==> src/logic/token_net_diag_defs.svh <==
// register offsets, bit positions and reset values of the diagnostic and status bank
`ifndef TOKEN_NET_DIAG_DEFS_SVH
`define TOKEN_NET_DIAG_DEFS_SVH

// host register offsets on the four address lines
`define ADDR_DIAG_COMMAND     4'h1
`define ADDR_FRAME_STATUS     4'h2
`define ADDR_LINK_STATUS      4'h3
`define ADDR_RING_STATUS      4'h4

// command register bit positions
`define CMD_START_BIT         0
`define CMD_RAM_BIT           1
`define CMD_WRAP_BIT          2
`define CMD_DMA_BIT           3
`define CMD_DIAG_EN_BIT       7

// frame status bit positions
`define SR0_SIZE_LSB          0
`define SR0_SIZE_MSB          3
`define SR0_LEN8_BIT          5
`define SR0_ACKPEND_BIT       6
`define SR0_FINAL_BIT         7

// link status bit positions
`define SR1_RXIDLE_BIT        5
`define SR1_SENDREQ_BIT       6
`define SR1_TAEXP_BIT         7

// ring status bit positions
`define SR2_MEMBER_BIT        0
`define SR2_CONFIRM_BIT       1
`define SR2_TPASSED_BIT       2
`define SR2_RESEND_BIT        3
`define SR2_ACKREQ_BIT        4
`define SR2_THELD_BIT         5
`define SR2_RXCHAIN_BIT       6
`define SR2_TXCHAIN_BIT       7

// reset values
`define DIAG_COMMAND_RESET    8'h00
`define STATUS_RESET          8'h00
`define READ_DATA_RESET       8'h00

`endif

==> src/logic/token_net_diag_pkg.sv <==
// types shared by the diagnostic command and status bank
package token_net_diag_pkg;

	typedef enum logic [2:0] {
		TEST_NONE = 3'b000,
		TEST_RAM  = 3'b001,
		TEST_WRAP = 3'b010,
		TEST_DMA  = 3'b011,
		TEST_IRQ  = 3'b100
	} selftest_type;

	typedef enum logic [1:0] {
		SEQ_IDLE   = 2'b00,
		SEQ_LAUNCH = 2'b01,
		SEQ_WAIT   = 2'b10,
		SEQ_FINISH = 2'b11
	} seq_state_type;

	// host bus pins as seen after sampling
	typedef struct packed {
		logic       cs_n;
		logic       rd_n;
		logic       wr_n;
		logic [3:0] addr;
		logic [7:0] wdata;
	} host_pins_type;

	// live state reported by the controller core, same clock
	typedef struct packed {
		logic       tx_active;
		logic       frame_len_eight;
		logic       final_frame;
		logic       ack_wanted;
		logic       tx_attempt;
		logic       rx_need_ack;
		logic       ack_reply_sent;
		logic       token_for_me;
		logic       token_passed;
		logic       token_ignored;
		logic       frame_received;
		logic       resend;
		logic       receiver_idle;
		logic       ack_timer_expired;
		logic       rx_chain_valid;
		logic       tx_chain_valid;
		logic       detach_request;
		logic       network_quiet;
		logic [3:0] buffer_size_code;
	} core_event_type;

	// command register content that is kept
	typedef struct packed {
		logic diagnostic_mode_enable;
		logic dma_test_select;
		logic wrap_test_select;
		logic ram_test_select;
		logic start_selftest;
	} diag_cmd_type;

endpackage

==> src/logic/token_net_diag_status.sv <==
// diagnostic command register and three status registers of the token controller
//
// Contract
// - start bit runs the selected diagnostic and self-clears on completion
// - command bit one selects the internal ram test
// - command bit two selects the loopback test
// - command bit three selects the dma test
// - command bit seven enables diagnostic mode; zero in network mode
// - status bits zero to three hold the buffer size code
// - length-eight flag set while sending a frame of length eight
// - ack pending set on receive needing reply, cleared when reply sent
// - final frame flag set while sending the last frame of the period
// - send request bit tracks transmitter attempt and the send request pin
// - ring member set after holding and passing the token once
// - mode confirm follows detach request once network state is left
// - token passed flag set on pass, cleared on next received frame
// - resend flag set whenever a frame must be transmitted again
// - ack requested flag set while sending a frame wanting acknowledgement
// - token held set on own token, cleared when passed or ignored
// - receive chain valid mirrors possession of the next receive buffer
// - transmit chain valid mirrors possession of the next frame address
// - status registers are read only; host writes do nothing
`timescale 1ns/1ps

`include "token_net_diag_defs.svh"

module token_net_diag_status (
	input  wire logic                                sys_clk,
	input  wire logic                                rst_n,
	input  wire logic                                host_cs_n,
	input  wire logic                                host_rd_n,
	input  wire logic                                host_wr_n,
	input  wire logic [3:0]                          host_addr,
	input  wire logic [7:0]                          host_data_in,
	output logic      [7:0]                          host_data_out,
	output logic                                     host_data_oe,
	input  wire token_net_diag_pkg::core_event_type  core,
	input  wire logic                                test_done,
	output logic                                     test_go,
	output token_net_diag_pkg::selftest_type         test_sel,
	output logic                                     diagnostic_mode_enable,
	output logic                                     send_request_n
);

	// every piece of state of this block
	typedef struct packed {
		token_net_diag_pkg::host_pins_type pins_s1;
		token_net_diag_pkg::host_pins_type pins_s2;
		logic                              wr_prev;
		token_net_diag_pkg::diag_cmd_type  cmd;
		logic [7:0]                        sr0;
		logic [7:0]                        sr1;
		logic [7:0]                        sr2;
		logic [7:0]                        rdata;
		logic                              oe;
		logic                              sreq_n;
	} bank_reg_type;

	bank_reg_type                      q;
	bank_reg_type                      d;
	token_net_diag_pkg::host_pins_type pins_in;
	logic                              seq_finished;
	logic                              seq_go;
	token_net_diag_pkg::selftest_type  seq_sel;
	// sticky flags: 0 ack pending, 1 member, 2 token passed, 3 resend, 4 token held
	logic [4:0]                        sticky_set;
	logic [4:0]                        sticky_clr;
	logic [4:0]                        sticky_now;
	logic [4:0]                        sticky_next;

	assign pins_in = '{cs_n: host_cs_n, rd_n: host_rd_n, wr_n: host_wr_n,
		addr: host_addr, wdata: host_data_in};

	// test launch and completion tracking
	selftest_sequencer u_seq (
		.sys_clk  (sys_clk),
		.rst_n    (rst_n),
		.cmd      (q.cmd),
		.test_done(test_done),
		.test_go  (seq_go),
		.test_sel (seq_sel),
		.finished (seq_finished)
	);

	// present value of each sticky flag
	assign sticky_now[0] = q.sr0[`SR0_ACKPEND_BIT];
	assign sticky_now[1] = q.sr2[`SR2_MEMBER_BIT];
	assign sticky_now[2] = q.sr2[`SR2_TPASSED_BIT];
	assign sticky_now[3] = q.sr2[`SR2_RESEND_BIT];
	assign sticky_now[4] = q.sr2[`SR2_THELD_BIT];

	// reply needed sets, reply sent clears
	assign sticky_set[0] = core.rx_need_ack;
	assign sticky_clr[0] = core.ack_reply_sent;
	// a pass while holding the token joins the ring; detach leaves it
	assign sticky_set[1] = core.token_passed & q.sr2[`SR2_THELD_BIT];
	assign sticky_clr[1] = core.detach_request;
	// pass sets, next received frame clears
	assign sticky_set[2] = core.token_passed;
	assign sticky_clr[2] = core.frame_received;
	// resend sets, a fresh token starts a clean period
	assign sticky_set[3] = core.resend;
	assign sticky_clr[3] = core.token_for_me;
	// own token sets, pass or ignore clears
	assign sticky_set[4] = core.token_for_me;
	assign sticky_clr[4] = core.token_passed | core.token_ignored;

	// one update per flag; a set in the cycle of its clear wins, so no event is lost
	generate
		for (genvar gi = 0; gi < 5; gi++) begin : g_sticky
			assign sticky_next[gi] = sticky_set[gi] | (sticky_now[gi] & ~sticky_clr[gi]);
		end
	endgenerate

	// next value of every register
	always_comb begin
		logic       wr_active;
		logic       wr_edge;
		logic       rd_active;
		logic [3:0] addr;
		logic [7:0] wdata;
		logic [7:0] cmd_byte;
		wr_active = 1'b0;
		wr_edge = 1'b0;
		rd_active = 1'b0;
		addr = 4'h0;
		wdata = 8'h00;
		cmd_byte = 8'h00;
		d = q;

		// host pins are asynchronous, two flops before any use
		d.pins_s1 = pins_in;
		d.pins_s2 = q.pins_s1;
		addr = q.pins_s2.addr;
		wdata = q.pins_s2.wdata;
		wr_active = !q.pins_s2.cs_n && !q.pins_s2.wr_n;
		rd_active = !q.pins_s2.cs_n && !q.pins_s2.rd_n;
		// one write per strobe: act on its leading edge only
		wr_edge = wr_active && !q.wr_prev;
		d.wr_prev = wr_active;

		if (seq_finished) begin
			d.cmd.start_selftest = 1'b0;
		end

		// host write to the command register; it wins over completion
		if (wr_edge && addr == `ADDR_DIAG_COMMAND) begin
			d.cmd.diagnostic_mode_enable = wdata[`CMD_DIAG_EN_BIT];
			d.cmd.ram_test_select = wdata[`CMD_RAM_BIT];
			d.cmd.wrap_test_select = wdata[`CMD_WRAP_BIT];
			d.cmd.dma_test_select = wdata[`CMD_DMA_BIT];
			// start only takes effect in diagnostic mode
			d.cmd.start_selftest = wdata[`CMD_START_BIT] & wdata[`CMD_DIAG_EN_BIT];
		end
		// writes to status offsets fall through untouched

		// pin driven from the transmitter attempt, low is active
		d.sreq_n = ~core.tx_attempt;

		// frame status register
		d.sr0 = `STATUS_RESET;
		// buffer size code, buffer is (n+1) x 64 bytes
		d.sr0[`SR0_SIZE_MSB:`SR0_SIZE_LSB] = core.buffer_size_code;
		d.sr0[`SR0_LEN8_BIT] = core.tx_active & core.frame_len_eight;
		// ack pending, a new request wins over the clear
		d.sr0[`SR0_ACKPEND_BIT] = sticky_next[0];
		// last frame of this access period
		d.sr0[`SR0_FINAL_BIT] = core.tx_active & core.final_frame;

		// link status register; bits four to zero stay zero
		d.sr1 = `STATUS_RESET;
		d.sr1[`SR1_RXIDLE_BIT] = core.receiver_idle;
		// bit shows the pin level, reads low while sending
		d.sr1[`SR1_SENDREQ_BIT] = q.sreq_n;
		d.sr1[`SR1_TAEXP_BIT] = core.ack_timer_expired;

		// ring status register
		// membership needs a pass while holding the token
		d.sr2[`SR2_MEMBER_BIT] = sticky_next[1];
		// confirm only once the core has really gone quiet
		d.sr2[`SR2_CONFIRM_BIT] = core.detach_request & core.network_quiet;
		// token passed, next received frame clears it
		d.sr2[`SR2_TPASSED_BIT] = sticky_next[2];
		// resend, cleared when a new token starts a fresh period
		d.sr2[`SR2_RESEND_BIT] = sticky_next[3];
		// acknowledgement wanted for the frame being sent
		d.sr2[`SR2_ACKREQ_BIT] = core.tx_active & core.ack_wanted;
		// token held until passed or ignored
		d.sr2[`SR2_THELD_BIT] = sticky_next[4];
		d.sr2[`SR2_RXCHAIN_BIT] = core.rx_chain_valid;
		d.sr2[`SR2_TXCHAIN_BIT] = core.tx_chain_valid;

		// reserved command bits six to four read as zero
		cmd_byte = {q.cmd.diagnostic_mode_enable, 3'b000, q.cmd.dma_test_select,
			q.cmd.wrap_test_select, q.cmd.ram_test_select, q.cmd.start_selftest};

		// read mux; unmapped offsets read zero
		d.oe = rd_active;
		if (rd_active) begin
			case (addr)
				`ADDR_DIAG_COMMAND: begin
					d.rdata = cmd_byte;
				end
				`ADDR_FRAME_STATUS: begin
					d.rdata = q.sr0;
				end
				`ADDR_LINK_STATUS: begin
					d.rdata = q.sr1;
				end
				`ADDR_RING_STATUS: begin
					d.rdata = q.sr2;
				end
				default: begin
					d.rdata = `READ_DATA_RESET;
				end
			endcase
		end else begin
			d.rdata = `READ_DATA_RESET;
		end
	end

	// single register stage for all state
	always_ff @(posedge sys_clk) begin
		if (!rst_n) begin
			q <= '0;
			q.pins_s1 <= '{cs_n: 1'b1, rd_n: 1'b1, wr_n: 1'b1, addr: 4'h0, wdata: 8'h00};
			q.pins_s2 <= '{cs_n: 1'b1, rd_n: 1'b1, wr_n: 1'b1, addr: 4'h0, wdata: 8'h00};
			q.cmd <= 5'h00;
			q.sr0 <= `STATUS_RESET;
			q.sr1 <= `STATUS_RESET;
			q.sr2 <= `STATUS_RESET;
			q.rdata <= `READ_DATA_RESET;
			q.sreq_n <= 1'b1;
		end else begin
			q <= d;
		end
	end

	// outputs straight from flops
	assign host_data_out = q.rdata;
	assign host_data_oe = q.oe;
	assign diagnostic_mode_enable = q.cmd.diagnostic_mode_enable;
	assign send_request_n = q.sreq_n;
	assign test_go = seq_go;
	assign test_sel = seq_sel;

endmodule

==> src/logic/selftest_sequencer.sv <==
// launches one self-test and reports its completion
`timescale 1ns/1ps

module selftest_sequencer (
	input  wire logic                              sys_clk,
	input  wire logic                              rst_n,
	input  wire token_net_diag_pkg::diag_cmd_type  cmd,
	input  wire logic                              test_done,
	output logic                                   test_go,
	output token_net_diag_pkg::selftest_type       test_sel,
	output logic                                   finished
);

	typedef struct packed {
		token_net_diag_pkg::seq_state_type state;
		token_net_diag_pkg::selftest_type  sel;
		logic                              go;
		logic                              fin;
	} seq_reg_type;

	seq_reg_type q;
	seq_reg_type d;
	logic        armed;

	assign armed = cmd.diagnostic_mode_enable & cmd.start_selftest;

	// next-state; leaving diagnostic mode aborts a running test
	always_comb begin
		d = q;
		d.go = 1'b0;
		d.fin = 1'b0;
		case (q.state)
			token_net_diag_pkg::SEQ_IDLE: begin
				// pick the selected test; the start bit still reads set in the
				// cycle the finish pulse is out, so that cycle must not relaunch
				if (armed && !q.fin) begin
					if (cmd.ram_test_select) begin
						d.sel = token_net_diag_pkg::TEST_RAM;
					end else if (cmd.wrap_test_select) begin
						d.sel = token_net_diag_pkg::TEST_WRAP;
					end else if (cmd.dma_test_select) begin
						d.sel = token_net_diag_pkg::TEST_DMA;
					end else begin
						d.sel = token_net_diag_pkg::TEST_IRQ;
					end
					d.state = token_net_diag_pkg::SEQ_LAUNCH;
				end
			end
			token_net_diag_pkg::SEQ_LAUNCH: begin
				d.go = 1'b1;
				d.state = token_net_diag_pkg::SEQ_WAIT;
			end
			token_net_diag_pkg::SEQ_WAIT: begin
				if (test_done || !cmd.diagnostic_mode_enable) begin
					d.state = token_net_diag_pkg::SEQ_FINISH;
				end
			end
			token_net_diag_pkg::SEQ_FINISH: begin
				d.fin = 1'b1;
				d.sel = token_net_diag_pkg::TEST_NONE;
				d.state = token_net_diag_pkg::SEQ_IDLE;
			end
			default: begin
				d.state = token_net_diag_pkg::SEQ_IDLE;
			end
		endcase
	end

	// state register
	always_ff @(posedge sys_clk) begin
		if (!rst_n) begin
			q <= '{state: token_net_diag_pkg::SEQ_IDLE,
				sel: token_net_diag_pkg::TEST_NONE, go: 1'b0, fin: 1'b0};
		end else begin
			q <= d;
		end
	end

	assign test_go = q.go;
	assign test_sel = q.sel;
	assign finished = q.fin;

endmodule

==> config.mk <==
export PLATFORM = sky130hd
export DESIGN_NAME = token_net_diag_status
export DESIGN_NICKNAME = d
export VERILOG_FILES = /design/src/logic/token_net_diag_pkg.sv /design/src/logic/token_net_diag_status.sv /design/src/logic/selftest_sequencer.sv
export VERILOG_INCLUDE_DIRS = /design/src /design/src/logic
export SDC_FILE = /design/constraint.sdc
export NUM_CORES = 1
export LEC_CHECK = 0
export BUFFER_PORTS_ARGS = -buffer_cell sky130_fd_sc_hd__buf_2
export CAP_MARGIN = 10
export CORE_UTILIZATION = 55
export CTS_BUF_LIST = sky130_fd_sc_hd__clkbuf_8
export DETAILED_ROUTE_END_ITERATION = 8
export PLACE_DENSITY = 0.9
export SYNTH_ARGS = -nofsm -noshare
export SYNTH_HDL_FRONTEND = slang
export SYNTH_HIERARCHICAL = 1
export SYNTH_SLANG_ARGS = --single-unit
==> constraint.sdc <==
create_clock -name sys_clk -period 1.95 [get_ports sys_clk]
set_input_delay 0.0975 -clock sys_clk [delete_from_list [all_inputs] [get_ports sys_clk]]
set_output_delay 0.0975 -clock sys_clk [all_outputs]
set_load 0.03 [all_outputs]
==> results <==
- The tightest min-delay check is of the in2reg type.
- Measured in cells, the most critical reg-to-reg path has a length of 5.
- The count of warnings emitted by yosys is 6.
- The clock sink count is 65.
- The async set-reset flop share out of synthesis is 0%.
- The unique cell type count in the Yosys netlist is 40.
- Global routing used 7.17% of the available met3 tracks.
- Using the TritonRoute via totals, the vias-per-cell ratio works out to 5.08.
- The number of buffers added to fix hold violations after cts is 30.
- The cell at the root of the clock tree is sky130_fd_sc_hd__clkbuf_8.
- For this run, the post-layout net count is 343.
- STA puts the critical path data arrival time at 1850 ps.
- The worst register-to-register path has a setup slack of 370 ps.
- In this run the worst path has a maximum fanout of 6.
- After technology mapping, the gate count stands at 225.
- The H-tree was split into 3 levels.
- The tool flagged a number of max-cap violations equal to 0.
- The die covers 4620 um^2.
- After detailed routing, the average wire length per cell comes to 14.4 um.
- The via count of the first global-routing pass is 1742.
- The critical path data required time is 2220 ps.
- The congestion estimate from routability-driven global placement came to 0.743.
- No sink is reached through more buffers than the 2 on the longest clock path.
- The HPWL after detailed placement is 2540 um.
- TritonCTS built the clock tree.
- The worst-case hold path end point is q[11].
- Entering global routing, the biggest net connects 57 pins.
- Setup violations remaining at the end of the flow were counted as 0.
- Row generation in the floorplan step produced 23 rows.
- The run finished with clean final reports.
- The remaining antenna violation count after routing is 0.
- Based on the critical path, the design can be clocked at up to 634 MHz.
- Summed over all failing endpoints, the final setup total negative slack is 0 ps.
- The growth of design area from synthesis to finish is 28.8%.
- The worst supply voltage drop on vdd is 0.738 mV.
- The number of buffers inserted by post-CTS setup repair is 0.
- The number of failing hold endpoints at the final stage came to 0.
- The classification of the worst setup path is reg2reg.
- The synthesized design contains 0 enable-type register cells.
- The post-synthesis average cell area is 10.6 um^2.
- The flop and latch count out of synthesis is 65.
- The effective utilization at floorplan is 58.5%.
- The share of the clock period used by the worst path is 80.9%.
- Summed over all cells, the static leakage comes to 1.33 nW.
- The global router's overall resource usage is 24.8%.
- After clock tree synthesis, the clock-pin slew on the worst setup and hold paths is 70 ps.
- The share of cells above drive strength 1 is 25.7%.
- The die is 67.9 um tall.
- The number of clock buffers added by TritonCTS is 9.
- The power per standard cell area is 879 nW/um^2.
- The number of I/O port buffers is 51.
- The number of fill cells is 256.
- After clock tree synthesis, the repair step resized 0 gates.
- The worst path in the final design needs a cycle of 1580 ps, including I/O delays and setup.
- Before antenna repair, the detailed router went through 4 iterations.
- The area of all sequential standard cells is 1300 um^2.
- Setup repair after global routing left no endpoint under its margin.
- The measured slew at the worst slew-check pin is 574 ps.
- The beginning of the worst register-to-register path is u_seq/q[6].
- STA classifies the critical path endpoint as a flip-flop.
- The share of the Yosys chip area taken by registers is 54.4%.
- The worst setup path startpoint is u_seq/q[6].
- The number of placed I/O pins is 55.
- The final layout contains routed wiring with a total length of 5100 um.
- The core region is 4090 um^2.
- The end of the worst register-to-register path is u_seq/test_sel[1].
- In the synthesized netlist the dominant register cell turns out to be sky130_fd_sc_hd__dfxtp_1.
- The met2 demand-to-capacity share in global routing is 46.0%.
- Between clock sinks in the finished design, the worst skew comes to 9.74 ps.
- The count of final max-slew check failures is 0.
- The clock insertion delay at the later pin of the skew report is 340 ps.
- The routed via count is 1795.
- The initial antenna violation count is 0.
- The design draws 2.71 mW.
- The synthesized netlist occupies a cell area of 2390 um^2.
- After global routing, the most crowded layer is met2.
- The start point of the worst min-delay path is core[5].
- The first global-routing pass estimated 7940 um of wire.
- The total global routing overflow is 0.
- The remaining max-slew budget at the tightest pin is 61.7%.
- For this block, the initial DRC count from the detailed router was 65.
- The area of the multi-input gates is 951 um^2.
- The total inserted antenna cells is 0.
- The met1 track utilization from global routing is 24.5%.
- The floorplan die width is 67.9 um.
- The worst hold path was traced through 2 stages.
- The element type at the critical path start is a flip-flop.
- The number of remaining DRC errors is 0.
- When the netlist entered floorplanning its net count stood at 269.
==> worst max-delay path, stage by stage, from the launching register on <==
cell and delay (ps):
sky130_fd_sc_hd__dfxtp_1 350, sky130_fd_sc_hd__inv_1 90, sky130_fd_sc_hd__ha_1 260, sky130_fd_sc_hd__nand4b_4 150, sky130_fd_sc_hd__or4_1 500, sky130_fd_sc_hd__a21oi_1 160
==> Yosys cell counts (2+ instances only) <==
| cell | count | area [um^2] |
|---|---|---|
| sky130_fd_sc_hd__nand2b_1 | 8 | 50.1 |
| sky130_fd_sc_hd__ha_1 | 4 | 50.1 |
| sky130_fd_sc_hd__and3b_1 | 10 | 87.6 |
| sky130_fd_sc_hd__clkbuf_1 | 7 | 26.3 |
| sky130_fd_sc_hd__nor4b_2 | 2 | 30.0 |
| sky130_fd_sc_hd__inv_1 | 4 | 15.0 |
| sky130_fd_sc_hd__nand4_1 | 2 | 12.5 |
| sky130_fd_sc_hd__and3_1 | 5 | 31.3 |
| sky130_fd_sc_hd__and2_1 | 29 | 181 |
| sky130_fd_sc_hd__nor3b_2 | 2 | 25.0 |
| sky130_fd_sc_hd__nand3_1 | 6 | 30.0 |
| sky130_fd_sc_hd__o21ai_0 | 3 | 15.0 |
| sky130_fd_sc_hd__a22oi_1 | 2 | 15.0 |
| sky130_fd_sc_hd__nor2b_1 | 5 | 31.3 |
| sky130_fd_sc_hd__o21a_1 | 3 | 22.5 |
| sky130_fd_sc_hd__a21boi_1 | 5 | 37.5 |
| sky130_fd_sc_hd__buf_4 | 11 | 82.6 |
| sky130_fd_sc_hd__nor3b_1 | 2 | 15.0 |
| sky130_fd_sc_hd__nand2_1 | 9 | 33.8 |
| sky130_fd_sc_hd__nor2_1 | 5 | 18.8 |
| sky130_fd_sc_hd__a21oi_1 | 9 | 45.0 |
| sky130_fd_sc_hd__dfxtp_1 | 65 | 1300 |
| sky130_fd_sc_hd__mux2_2 | 3 | 33.8 |
| sky130_fd_sc_hd__o21ai_1 | 8 | 40.0 |
==> worst max-delay path by stage <==
stage	cells past startpoint	slack (ps)	to
2_1_floorplan	5	530	u_seq/test_sel[1]
3_3_place_gp	5	480	u_seq/test_sel[1]
3_5_place_dp	5	390	u_seq/test_sel[1]
4_1_cts	5	360	u_seq/test_sel[1]
5_1_grt	5	270	u_seq/test_sel[1]
6_report	5	370	u_seq/test_sel[1]
==> placed cells by master, fill, tap and decap left out, types with 2 or more instances in the layout <==
cell type                       Yosys  final
sky130_fd_sc_hd__nor2_1             5      5
sky130_fd_sc_hd__mux2_2             3      3
sky130_fd_sc_hd__inv_1              4      4
sky130_fd_sc_hd__nand2_1            9      9
sky130_fd_sc_hd__clkinvlp_4         0      2
sky130_fd_sc_hd__nor3b_2            2      2
sky130_fd_sc_hd__nand3_1            6      6
sky130_fd_sc_hd__o21a_1             3      3
sky130_fd_sc_hd__nand2b_1           8      8
sky130_fd_sc_hd__a21oi_1            9      9
sky130_fd_sc_hd__buf_2              0     51
sky130_fd_sc_hd__nor2b_1            5      5
sky130_fd_sc_hd__a21boi_1           5      5
sky130_fd_sc_hd__nor4b_2            2      2
sky130_fd_sc_hd__and3_1             5      5
sky130_fd_sc_hd__ha_1               4      4
sky130_fd_sc_hd__nor3b_1            2      2
sky130_fd_sc_hd__o21ai_0            3      3
sky130_fd_sc_hd__dfxtp_1           65     65
sky130_fd_sc_hd__clkbuf_8           0      9
sky130_fd_sc_hd__a22oi_1            2      2
sky130_fd_sc_hd__o21ai_1            8      8
sky130_fd_sc_hd__dlygate4sd3_1      0     30
sky130_fd_sc_hd__nand4_1            2      2
sky130_fd_sc_hd__and3b_1           10     10
sky130_fd_sc_hd__clkinv_2           0      3
sky130_fd_sc_hd__and2_1            29     29
==> cells by family (layout without fill, tap and decap cells) <==
family,after synthesis,in the layout,share of synthesized area (%)
buffers and inverters,24,102,5.81
AO/OA/AOI/OAI,34,34,8.84
adder cells (fa/ha/maj),4,4,2.09
AND/OR/NAND/NOR,94,94,27.0
flip-flops,65,65,54.4
multiplexers,4,4,1.83
==> flip-flops by register name (all words and copies together) (netlist names) <==
signal                  flops
host_data_oe                1
u_seq/test_sel              3
u_seq/q                     2
host_data_out               8
u_seq/finished              1
d                          12
diagnostic_mode_enable      1
q                          35
send_request_n              1
u_seq/test_go               1
==> report_power, final <==
part           internal [mW]  leakage, nW  switching [mW]
logic                  0.124        0.703          0.0862
registers               1.38        0.534          0.0313
clock network          0.575       0.0909           0.511
==> per-stage QoR <==
| stage | area, um^2 | instances | hold slack, ps | util, % | worst slack, ps |
|---|---|---|---|---|---|
| final | 3080 | 353 | 27.2 | 75.4 | 373 |
| after global routing | 3080 | 353 | 29.8 | 75.4 | 275 |
| after CTS | 3080 | 353 | 0.772 | 75.4 | 365 |
| after detailed placement | 2600 | 308 | 262 | 63.5 | 389 |
| after global placement | 2600 | 308 | 258 | 63.5 | 476 |
| after floorplan | 2390 | 225 | 159 | - | 525 |
==> layout make-up <==
| cell class | instances | area share (%) |
|---|---|---|
| Clock inverter | 6 | 1.95 |
| Multi-Input combinational cell | 136 | 30.9 |
| Inverter | 5 | 0.609 |
| Tap cell | 50 | 2.03 |
| Timing Repair Buffer | 82 | 18.3 |
| Sequential cell | 65 | 42.2 |
| Clock buffer | 9 | 4.02 |
==> per-layer routing <==
layer | vias up | routed length, um
li1 | 898 | -
met1 | 829 | 2010
met2 | 56 | 2750
met3 | 12 | 235
met4 | 0 | 93
met5 | - | 0
(Power assumes the default switching activity.)
